### config.mk
export PLATFORM = sky130hd
export DESIGN_NAME = sd_tuning_interrupt_gate
export DESIGN_NICKNAME = d
export VERILOG_FILES = /design/src/shared/sd_tune_pkg.sv /design/src/design/crc16_rx.sv /design/src/design/pin_sync2.sv /design/src/design/sd_tuning_interrupt_gate.sv
export SDC_FILE = /design/constraint.sdc
export NUM_CORES = 1
export LEC_CHECK = 0
export ABC_AREA = 1
export BUFFER_PORTS_ARGS = -buffer_cell sky130_fd_sc_hd__buf_2
export CAP_MARGIN = 15
export CORE_MARGIN = 5
export CORE_UTILIZATION = 58
export CTS_BUF_LIST = sky130_fd_sc_hd__clkbuf_16
export CTS_CLUSTER_SIZE = 10
export DETAILED_ROUTE_END_ITERATION = 6
export HOLD_SLACK_MARGIN = 0.06
export PLACE_DENSITY = 0.8
export SYNTH_ARGS = -nofsm -noshare
export SYNTH_HDL_FRONTEND = slang
export SYNTH_SLANG_ARGS = --single-unit
### constraint.sdc
create_clock -name ref_clk -period 2.3 [get_ports ref_clk]
set_input_delay 0.115 -clock ref_clk [delete_from_list [all_inputs] [get_ports ref_clk]]
set_output_delay 0.115 -clock ref_clk [all_outputs]
set_load 0.01 [all_outputs]
### src/shared/sd_tune_pkg.sv
// Purpose: constants and types for the sampling-clock tuning gate
// Assumes: 25 MHz ref_clk, byte-addressed 32-bit register port
// Notes: offsets are byte addresses, one word per register
// Function
// - dll delays the card data sampling clock
// - tuning runs on cmd19, one ratio each
// - during execute_tuning only block read ready interrupts
// - data crc failure sets status bit 21
// - last tuning block crc failure stays masked
// - crc report no later than tuning end; code never sets crc status for a block begun or ended while tuning
// - enable bit 21 low masks crc interrupt
package sd_tune_pkg;
  // -------------------------------------------------------------
  // register map
  // -------------------------------------------------------------
  localparam logic [7:0] OFS_CTRL = 8'h00;
  localparam logic [7:0] OFS_STATUS = 8'h04;
  localparam logic [7:0] OFS_ENABLE = 8'h08;
  localparam logic [7:0] OFS_TUNE = 8'h0C;
  localparam logic [7:0] OFS_PASSMAP = 8'h10;
  localparam int BIT_EXEC = 0;
  localparam int BIT_TUNED = 1;
  localparam int BIT_TFAIL = 2;
  localparam int BIT_RD_READY = 5;
  localparam int BIT_CRC_ERR = 21;
  localparam int TUNE_SEL_LSB = 0;
  localparam int TUNE_TRY_LSB = 8;
  localparam logic RST_ENABLE_BIT = 1'b0;
  localparam logic [31:0] RD_IDLE = 32'h0000_0000;
  // -------------------------------------------------------------
  // link and timing
  // -------------------------------------------------------------
  localparam logic [5:0] CMD_TUNING = 6'h13;
  localparam int CRC_W = 16;
  localparam logic [15:0] CRC_POLY = 16'h1021;
  localparam int NUM_RATIOS_DEF = 16;
  localparam int BLOCK_BITS_DEF = 512;
  localparam int CLK_MHZ = 25;
  localparam int TUNE_TIMEOUT_US = 200;
  localparam int TUNE_TIMEOUT_CYC = TUNE_TIMEOUT_US * CLK_MHZ;
  typedef enum {T_IDLE, T_SEND, T_WAIT, T_END} tune_state_t;
endpackage

### src/design/crc16_rx.sv
`timescale 1ns/1ps
// Purpose: serial crc16 over data plus appended crc
// Assumes: one bit per shiftEn, msb first
// Notes: remainder zero means block intact
module crc16_rx import sd_tune_pkg::*; (
  input wire logic ref_clk, // system clock
  input wire logic rst_n, // async reset, active low
  input wire logic clear, // restart at a start bit
  input wire logic shiftEn, // take bitIn
  input wire logic bitIn, // serial data
  output logic crcZero // remainder is zero
);
  logic [CRC_W-1:0] crc;
  wire fb = crc[CRC_W-1] ^ bitIn;
  wire [CRC_W-1:0] next_crc = {crc[CRC_W-2:0], 1'b0} ^ (fb ? CRC_POLY : '0);
  assign crcZero = (crc == '0);
  always_ff @(posedge ref_clk or negedge rst_n) begin
    if (!rst_n) crc <= '0;
    else if (clear) crc <= '0;
    else if (shiftEn) crc <= next_crc;
  end
endmodule

### src/design/pin_sync2.sv
`timescale 1ns/1ps
// Purpose: two-flop synchroniser for link pins
// Assumes: inputs asynchronous to ref_clk
// Notes: only the second stage leaves the module
module pin_sync2 import sd_tune_pkg::*; #(
  parameter int W = 2
) (
  input wire logic ref_clk, // system clock
  input wire logic rst_n, // async reset, active low
  input wire logic [W-1:0] d, // raw pins
  output logic [W-1:0] q // synchronised pins
);
  logic [W-1:0] s1;
  always_ff @(posedge ref_clk or negedge rst_n) begin
    if (!rst_n) begin
      s1 <= '0;
      q <= '0;
    end else begin
      s1 <= d;
      q <= s1;
    end
  end
endmodule

### src/design/sd_tuning_interrupt_gate.sv
`timescale 1ns/1ps
// Purpose: tuning sweep with interrupt gating and crc status
// Assumes: card clock and dat0 arrive as pins, sampled on ref_clk
// Notes: crc errors seen while tuning go to the pass map only
module sd_tuning_interrupt_gate import sd_tune_pkg::*; #(
  parameter int NUM_RATIOS = NUM_RATIOS_DEF,
  parameter int BLOCK_BITS = BLOCK_BITS_DEF,
  parameter int TIMEOUT_CYC = TUNE_TIMEOUT_CYC
) (
  input wire logic ref_clk, // 25 MHz system clock
  input wire logic rst_n, // async reset, active low
  input wire logic [7:0] addr, // register byte address
  input wire logic [31:0] wrData, // write data
  input wire logic wrEn, // write strobe
  input wire logic rdEn, // read strobe
  output logic [31:0] rdData, // read data, cycle after rdEn
  input wire logic sdClkPin, // card bus clock
  input wire logic dat0Pin, // card data line 0
  output logic sendCmd, // one-cycle command request
  output logic [5:0] cmdIndex, // command to send
  output logic hostIntReq // gated interrupt request
);
  localparam int RATIO_W = $clog2(NUM_RATIOS);
  localparam int TOTAL_BITS = BLOCK_BITS + CRC_W;
  localparam int CNT_W = $clog2(TOTAL_BITS + 1);

  // -------------------------------------------------------------
  // parameter checks
  // -------------------------------------------------------------
  if (NUM_RATIOS < 2 || NUM_RATIOS > 32 || (1 << RATIO_W) != NUM_RATIOS) begin : g_badRatios
    $error("NUM_RATIOS must be a power of two from 2 to 32");
  end
  if (BLOCK_BITS < 1) begin : g_badBlock
    $error("BLOCK_BITS must be positive");
  end
  if (TIMEOUT_CYC < 1 || TIMEOUT_CYC > 65535) begin : g_badTmo
    $error("TIMEOUT_CYC must fit 16 bits");
  end

  // -------------------------------------------------------------
  // pin sampling and delay line
  // -------------------------------------------------------------
  logic [1:0] syncPins;
  logic sdClkPrev;
  logic [NUM_RATIOS-1:0] hist;
  logic executeTuning;
  logic [RATIO_W-1:0] tryRatio;
  logic [RATIO_W-1:0] selRatio;

  pin_sync2 #(.W(2)) uSync (
    .ref_clk(ref_clk),
    .rst_n(rst_n),
    .d({sdClkPin, dat0Pin}),
    .q(syncPins)
  );

  wire sdRise = syncPins[1] & ~sdClkPrev;
  wire [RATIO_W-1:0] activeRatio = executeTuning ? tryRatio : selRatio;
  // the tap chosen by the ratio stands in for the dll-delayed sample clock
  wire delayedBit = hist[activeRatio];

  always_ff @(posedge ref_clk or negedge rst_n) begin
    if (!rst_n) sdClkPrev <= 1'b0;
    else sdClkPrev <= syncPins[1];
  end

  // tap spacing is one ref_clk period; finer steps need a real delay line
  genvar g;
  for (g = 0; g < NUM_RATIOS; g++) begin : g_tap
    always_ff @(posedge ref_clk or negedge rst_n) begin
      if (!rst_n) hist[g] <= 1'b0;
      else if (g == 0) hist[g] <= syncPins[0];
      else hist[g] <= hist[(g == 0) ? 0 : g - 1];
    end
  end

  // -------------------------------------------------------------
  // block receiver
  // -------------------------------------------------------------
  logic rxBusy;
  logic [CNT_W-1:0] bitCnt;
  logic rxFinish;
  logic crcZero;
  logic rxForTune;

  wire rxStart = sdRise & ~rxBusy & ~delayedBit;
  wire rxShift = sdRise & rxBusy;
  wire rxLast = rxShift & (bitCnt == CNT_W'(TOTAL_BITS - 1));
  wire blockDone = rxFinish;
  wire crcBad = ~crcZero;

  crc16_rx uCrc (
    .ref_clk(ref_clk),
    .rst_n(rst_n),
    .clear(rxStart),
    .shiftEn(rxShift),
    .bitIn(delayedBit),
    .crcZero(crcZero)
  );

  always_ff @(posedge ref_clk or negedge rst_n) begin
    if (!rst_n) begin
      rxBusy <= 1'b0;
      bitCnt <= '0;
      rxFinish <= 1'b0;
      rxForTune <= 1'b0;
    end else begin
      rxFinish <= rxLast;
      if (rxStart) begin
        rxBusy <= 1'b1;
        bitCnt <= '0;
        rxForTune <= executeTuning;
      end else if (rxShift) begin
        rxBusy <= ~rxLast;
        bitCnt <= bitCnt + 1'b1;
      end
    end
  end

  // -------------------------------------------------------------
  // register decode
  // -------------------------------------------------------------
  wire ctrlWr = wrEn & (addr == OFS_CTRL);
  wire stsWr = wrEn & (addr == OFS_STATUS);
  wire enWr = wrEn & (addr == OFS_ENABLE);
  wire startReq = ctrlWr & wrData[BIT_EXEC];
  wire abortReq = ctrlWr & ~wrData[BIT_EXEC];

  // -------------------------------------------------------------
  // tuning sweep
  // -------------------------------------------------------------
  tune_state_t tuneState;
  logic [NUM_RATIOS-1:0] passMap;
  logic [15:0] tmoCnt;
  logic tuned;
  logic tuneFail;

  function automatic logic [RATIO_W-1:0] firstPass(input logic [NUM_RATIOS-1:0] m);
    logic [RATIO_W-1:0] r;
    r = '0;
    for (int i = NUM_RATIOS - 1; i >= 0; i--) begin
      if (m[i]) r = RATIO_W'(i);
    end
    return r;
  endfunction

  wire tmoHit = (tmoCnt == 16'(TIMEOUT_CYC - 1));
  wire stepDone = (tuneState == T_WAIT) & (blockDone | tmoHit);
  wire lastRatio = (tryRatio == RATIO_W'(NUM_RATIOS - 1));
  wire ratioPass = blockDone & ~crcBad;

  always_ff @(posedge ref_clk or negedge rst_n) begin
    if (!rst_n) begin
      tuneState <= T_IDLE;
      tryRatio <= '0;
      selRatio <= '0;
      passMap <= '0;
      tmoCnt <= '0;
      executeTuning <= 1'b0;
      tuned <= 1'b0;
      tuneFail <= 1'b0;
    end else if (abortReq && tuneState != T_IDLE) begin
      tuneState <= T_IDLE;
      executeTuning <= 1'b0;
    end else begin
      tmoCnt <= (tuneState == T_WAIT) ? tmoCnt + 1'b1 : '0;
      case (tuneState)
        T_IDLE: begin
          if (startReq) begin
            tuneState <= T_SEND;
            tryRatio <= '0;
            passMap <= '0;
            executeTuning <= 1'b1;
            tuned <= 1'b0;
            tuneFail <= 1'b0;
          end
        end
        T_SEND: tuneState <= T_WAIT;
        T_WAIT: begin
          if (stepDone) begin
            passMap[tryRatio] <= ratioPass;
            tuneState <= lastRatio ? T_END : T_SEND;
            if (!lastRatio) tryRatio <= tryRatio + 1'b1;
          end
        end
        T_END: begin
          // tuning end follows the final step by two cycles; after a ratio timeout the block may still be in flight
          executeTuning <= 1'b0;
          selRatio <= firstPass(passMap);
          tuned <= (passMap != '0);
          tuneFail <= (passMap == '0);
          tuneState <= T_IDLE;
        end
        default: tuneState <= T_IDLE;
      endcase
    end
  end

  always_ff @(posedge ref_clk or negedge rst_n) begin
    if (!rst_n) begin
      sendCmd <= 1'b0;
      cmdIndex <= '0;
    end else begin
      sendCmd <= (tuneState == T_SEND);
      cmdIndex <= CMD_TUNING;
    end
  end

  // -------------------------------------------------------------
  // status, enable and interrupt gate
  // -------------------------------------------------------------
  logic stsCrcErr;
  logic stsRdReady;
  logic enCrcErr;
  logic enRdReady;

  // a block begun or ended while tuning never sets crc status, last ratio included;
  // a block cut off by the ratio timeout may end after tuning is over
  wire crcErrSet = blockDone & crcBad & ~executeTuning & ~rxForTune;
  wire rdReadySet = blockDone & (executeTuning | ~crcBad);
  wire crcErrClr = stsWr & wrData[BIT_CRC_ERR];
  wire rdReadyClr = stsWr & wrData[BIT_RD_READY];
  wire rdReadyPend = stsRdReady & enRdReady;
  wire crcErrPend = stsCrcErr & enCrcErr;
  wire next_int = executeTuning ? rdReadyPend : (rdReadyPend | crcErrPend);

  always_ff @(posedge ref_clk or negedge rst_n) begin
    if (!rst_n) begin
      stsCrcErr <= 1'b0;
      stsRdReady <= 1'b0;
      enCrcErr <= RST_ENABLE_BIT;
      enRdReady <= RST_ENABLE_BIT;
      hostIntReq <= 1'b0;
    end else begin
      // set wins over a clear landing in the same cycle
      stsCrcErr <= crcErrSet | (stsCrcErr & ~crcErrClr);
      stsRdReady <= rdReadySet | (stsRdReady & ~rdReadyClr);
      if (enWr) begin
        enCrcErr <= wrData[BIT_CRC_ERR];
        enRdReady <= wrData[BIT_RD_READY];
      end
      hostIntReq <= next_int;
    end
  end

  // -------------------------------------------------------------
  // read path
  // -------------------------------------------------------------
  logic [31:0] ctrlWord;
  logic [31:0] stsWord;
  logic [31:0] enWord;
  logic [31:0] tuneWord;
  logic [31:0] mapWord;

  always_comb begin
    ctrlWord = '0;
    stsWord = '0;
    enWord = '0;
    tuneWord = '0;
    mapWord = '0;
    ctrlWord[BIT_EXEC] = executeTuning;
    ctrlWord[BIT_TUNED] = tuned;
    ctrlWord[BIT_TFAIL] = tuneFail;
    stsWord[BIT_CRC_ERR] = stsCrcErr;
    stsWord[BIT_RD_READY] = stsRdReady;
    enWord[BIT_CRC_ERR] = enCrcErr;
    enWord[BIT_RD_READY] = enRdReady;
    tuneWord[TUNE_SEL_LSB +: RATIO_W] = selRatio;
    tuneWord[TUNE_TRY_LSB +: RATIO_W] = tryRatio;
    mapWord[NUM_RATIOS-1:0] = passMap;
  end

  wire [31:0] rdMux = (addr == OFS_CTRL) ? ctrlWord :
                      (addr == OFS_STATUS) ? stsWord :
                      (addr == OFS_ENABLE) ? enWord :
                      (addr == OFS_TUNE) ? tuneWord :
                      (addr == OFS_PASSMAP) ? mapWord : RD_IDLE;

  always_ff @(posedge ref_clk or negedge rst_n) begin
    if (!rst_n) rdData <= RD_IDLE;
    else rdData <= rdEn ? rdMux : RD_IDLE;
  end
endmodule

==> results.yml <==
outcome:
  status: "finished, final reports clean"
power:
  peakVddDrop_v: 0.000438
  power.density_nw_per_um2: 926
  p_total_mw: 6.51
  p_leak_nw: 3.43
timing:
  maxSlewViolCount: 0
  fmax_mhz: 475
  finalHoldViolations: 0
  timing.final.crit_period_ns: 2.10
  relSlewSlack: 0.554
  rsz0062_at_grt: "false"
  fin_skew_ns: 0.00808
  finalSetupViolCount: 0
  worstMarginPinSlew_ns: 0.666
  fin_tns_setup_ns: 0
  fin_crit_sh: 0.914
place:
  globalplace.congestion: 0.891
  dp.cells: 889
  placed_cell_area_um2: 6350
  io_buffers: 38
  dp_hpwl_mm: 8.66
clock_tree:
  post_cts_buffers: 0
  cts_buffers: 17
  clockBufferDepth: 2
  cts_tree: "done"
  cts-root-buf: "clkbuf_16"
  path_clk_slew_ns: 0.06
  clk_latency_ns: 0.42
  htree_levels: 4
  cts_sinks: 119
critical_path:
  slowest_stage: "dfrtp_1"
  crit_path_start_kind: "flop"
  critPathArrivalTime_ns: 2.40
  path_cells: "nand2_2 > nand2_4 > inv_4 > nand2_1 > nand2_1 > nand2_1 > nand3_1 > nand3_2 > nand2_2 > nor2_4 > nand2_4 > nand2_4 > o21ai_2"
  path_max_fanout: 20
  max_stage_delay_ns: 0.54
  cp.required_ns: 2.59
  cp_top_family: "simple AND/OR/NAND/NOR gates"
  endpoint_kind: "flop"
  critical_path.n_buffers_inverters: 1
  crit_type: "reg2reg"
flow_run:
  maxCapViolCount: 0
floorplan:
  rows: 37
  io_pins: 86
  dieArea_um2: 12700
  core_um2: 10300
  initial_core_util: 0.594
  die_w_um: 113
  dieHeight_um: 113
synth:
  ys_warn_count: 0
  yosysSeqAreaShare: 0.486
  async_flop_share: 1.00
  synth_top_area_cell: "dfrtp_1"
  ys_types: 45
  netlist_instances: 727
  synth_seq_cells: 119
  synth_top_cell_area_share: 0.486
  syn_area_um2: 6130
  avgSynthCellArea_um2: 8.43
  netlist_top_cells_area: "dfrtp_1 49%, nand2_1 10%, inv_1 5.6%"
  synth_edf_count: 0
  synth-main-ff-cell: "dfrtp_1"
global_route:
  grt_util_all_layers: 0.225
  grt_pass1_wl_mm: 23.1
  antenna_found_initial: 0
  grt_max_degree: 120
  grt_overflow: 0
  grt_pass1_vias: 4978
final_layout:
  layout-drive-gt1-share: 0.173
  fin_nets: 837
  syn_to_final_growth_pct: 14.6
  post-route-cell-area_um2: 7030
  final_util: 0.681
  instances_no_fill: 930
  nFillCells: 756
  multiInputGateArea_um2: 2580
  seq_area_um2: 2980
  diodes: 0
drt:
  ant_nets: 0
  via_count: 5118
  avgViaCountPerCell: 5.50
  wl_mm: 13.7
  drt_first_pass_iters: 5
  drt-initial-drc-count: 510
  drcViolationCount: 0
  wl_per_cell_um: 14.7
worst_hold_path:
  hold_path.class: "in2reg"
final timing paths:
path | start | end | slack (ns) | depth (start not counted)
worst max register to register | executeTuning | uCrc.crc[11] | 0.20 | 13
worst min register to register | uSync.s1[0] | uSync.q[0] | 0.35 | 0
worst min-delay path | wrEn | enRdReady | 0.1 | 3
min in group asynchronous | rst_n | rdData[8] | 0.34 | 3
worst max-delay path | executeTuning | uCrc.crc[11] | 0.20 | 13
max in group asynchronous | rst_n | tmoCnt[15] | 1.49 | 3
cells in the mapped netlist (2+ instances only):
master      n
buf_4      20
xor2_1      7
nand2_4     5
inv_4       2
nor2_4      4
o22ai_1     3
o21ai_2    18
nand3_1    56
nor4_1      9
o21ai_0    20
nor2_1     41
o211ai_1    2
buf_2       4
nor2_2      2
conb_1      2
dfrtp_1   119
nor3_1     19
a211oi_1    4
clkbuf_1    4
a21oi_1    18
nand2_1   167
nand3_2     2
nand2_2     8
o31ai_1     6
o21ai_1    25
nand4_1    22
nor3b_1     2
or2_2       3
buf_6       5
ha_1       10
a21oi_2     2
inv_1      91
xnor2_1     2
a31oi_1     2
inv_2      11
flip-flops by register name, indices dropped and copies added (netlist names), 2 cells and up:
signal and cells:
bitCnt 10, hist 16, passMap 16, rdData 17, selRatio 4, tmoCnt 16
tryRatio 4, tuneState 2, uCrc.crc 16, uSync.q 2, uSync.s1 2
through the flow:
stage | worst slack [ns] | hold WS [ns]
floorplan | 0.574 | -0.181
global placement | 0.311 | 0.226
detailed placement | 0.211 | 0.225
CTS | 0.168 | 0.0727
global route | 0.0266 | 0.0880
finish | 0.197 | 0.0959
cell usage in the layout (no fill, tap or decap), drive strengths merged, types with 19 or more instances in the layout:
cell type  netlist  routed
o21ai           63      63
buf             30      43
nand2          180     180
inv            104     104
dfrtp          119     119
nand4           22      22
nor3            19      19
nand3           59      59
conb             2      19
nor2            48      49
a21oi           20      20
report_power, final:
part	internal, mW	leakage, nW	switching (mW)
clock network	1.59	0.275	0.993
logic	0.468	1.57	0.987
registers	2.29	1.58	0.171
total	4.35	3.43	2.15
timing repair:
item / CTS / global route
setup endpoints to repair: 0 / 3
hold buffers: 8 / 0
endpoints found under the hold margin: 127 / 0
resized for setup: 0 / 0
cell type report:
type | count | share of cell area
inverter | 104 | 0.0563
timing repair buffer | 51 | 0.0459
clock inverter | 15 | 0.0224
tap | 136 | 0.0242
sequential | 119 | 0.424
clock buffer | 17 | 0.0606
multi-input combinational | 488 | 0.367
kinds of logic (layout without fill, tap and decap cells):
| family | Yosys count | count (layout) | synth area share |
|---|---|---|---|
| xor gates and xnor gates | 9 | 9 | 0.0129 |
| DFF | 119 | 119 | 0.486 |
| and+or+nand+nor | 346 | 347 | 0.269 |
| adders and majority gates | 10 | 10 | 0.0204 |
| AOI/OAI and AO/OA | 103 | 103 | 0.104 |
| other | 2 | 19 | 0.00122 |
| buffers and inverters | 138 | 187 | 0.106 |
routing by layer:
| metal | track usage | vias up | wire length (um) |
|---|---|---|---|
| li1 | - | 2457 | - |
| met1 | 0.279 | 2388 | 5700 |
| met2 | 0.373 | 230 | 6620 |
| met3 | 0.0572 | 43 | 1010 |
| met4 | 0.0978 | 0 | 371 |
| met5 | 0 | - | 0 |
worst register-to-register path, stage by stage, from the launching register on:
cell and delay, ns:
dfrtp_1 0.54, nand2_2 0.14, nand2_4 0.16, inv_4 0.06, nand2_1 0.05, nand2_1 0.06, nand2_1 0.06, nand3_1 0.10
nand3_2 0.12, nand2_2 0.08, nor2_4 0.10, nand2_4 0.10, nand2_4 0.30, o21ai_2 0.11
Power figures use the tool's default switching activity.
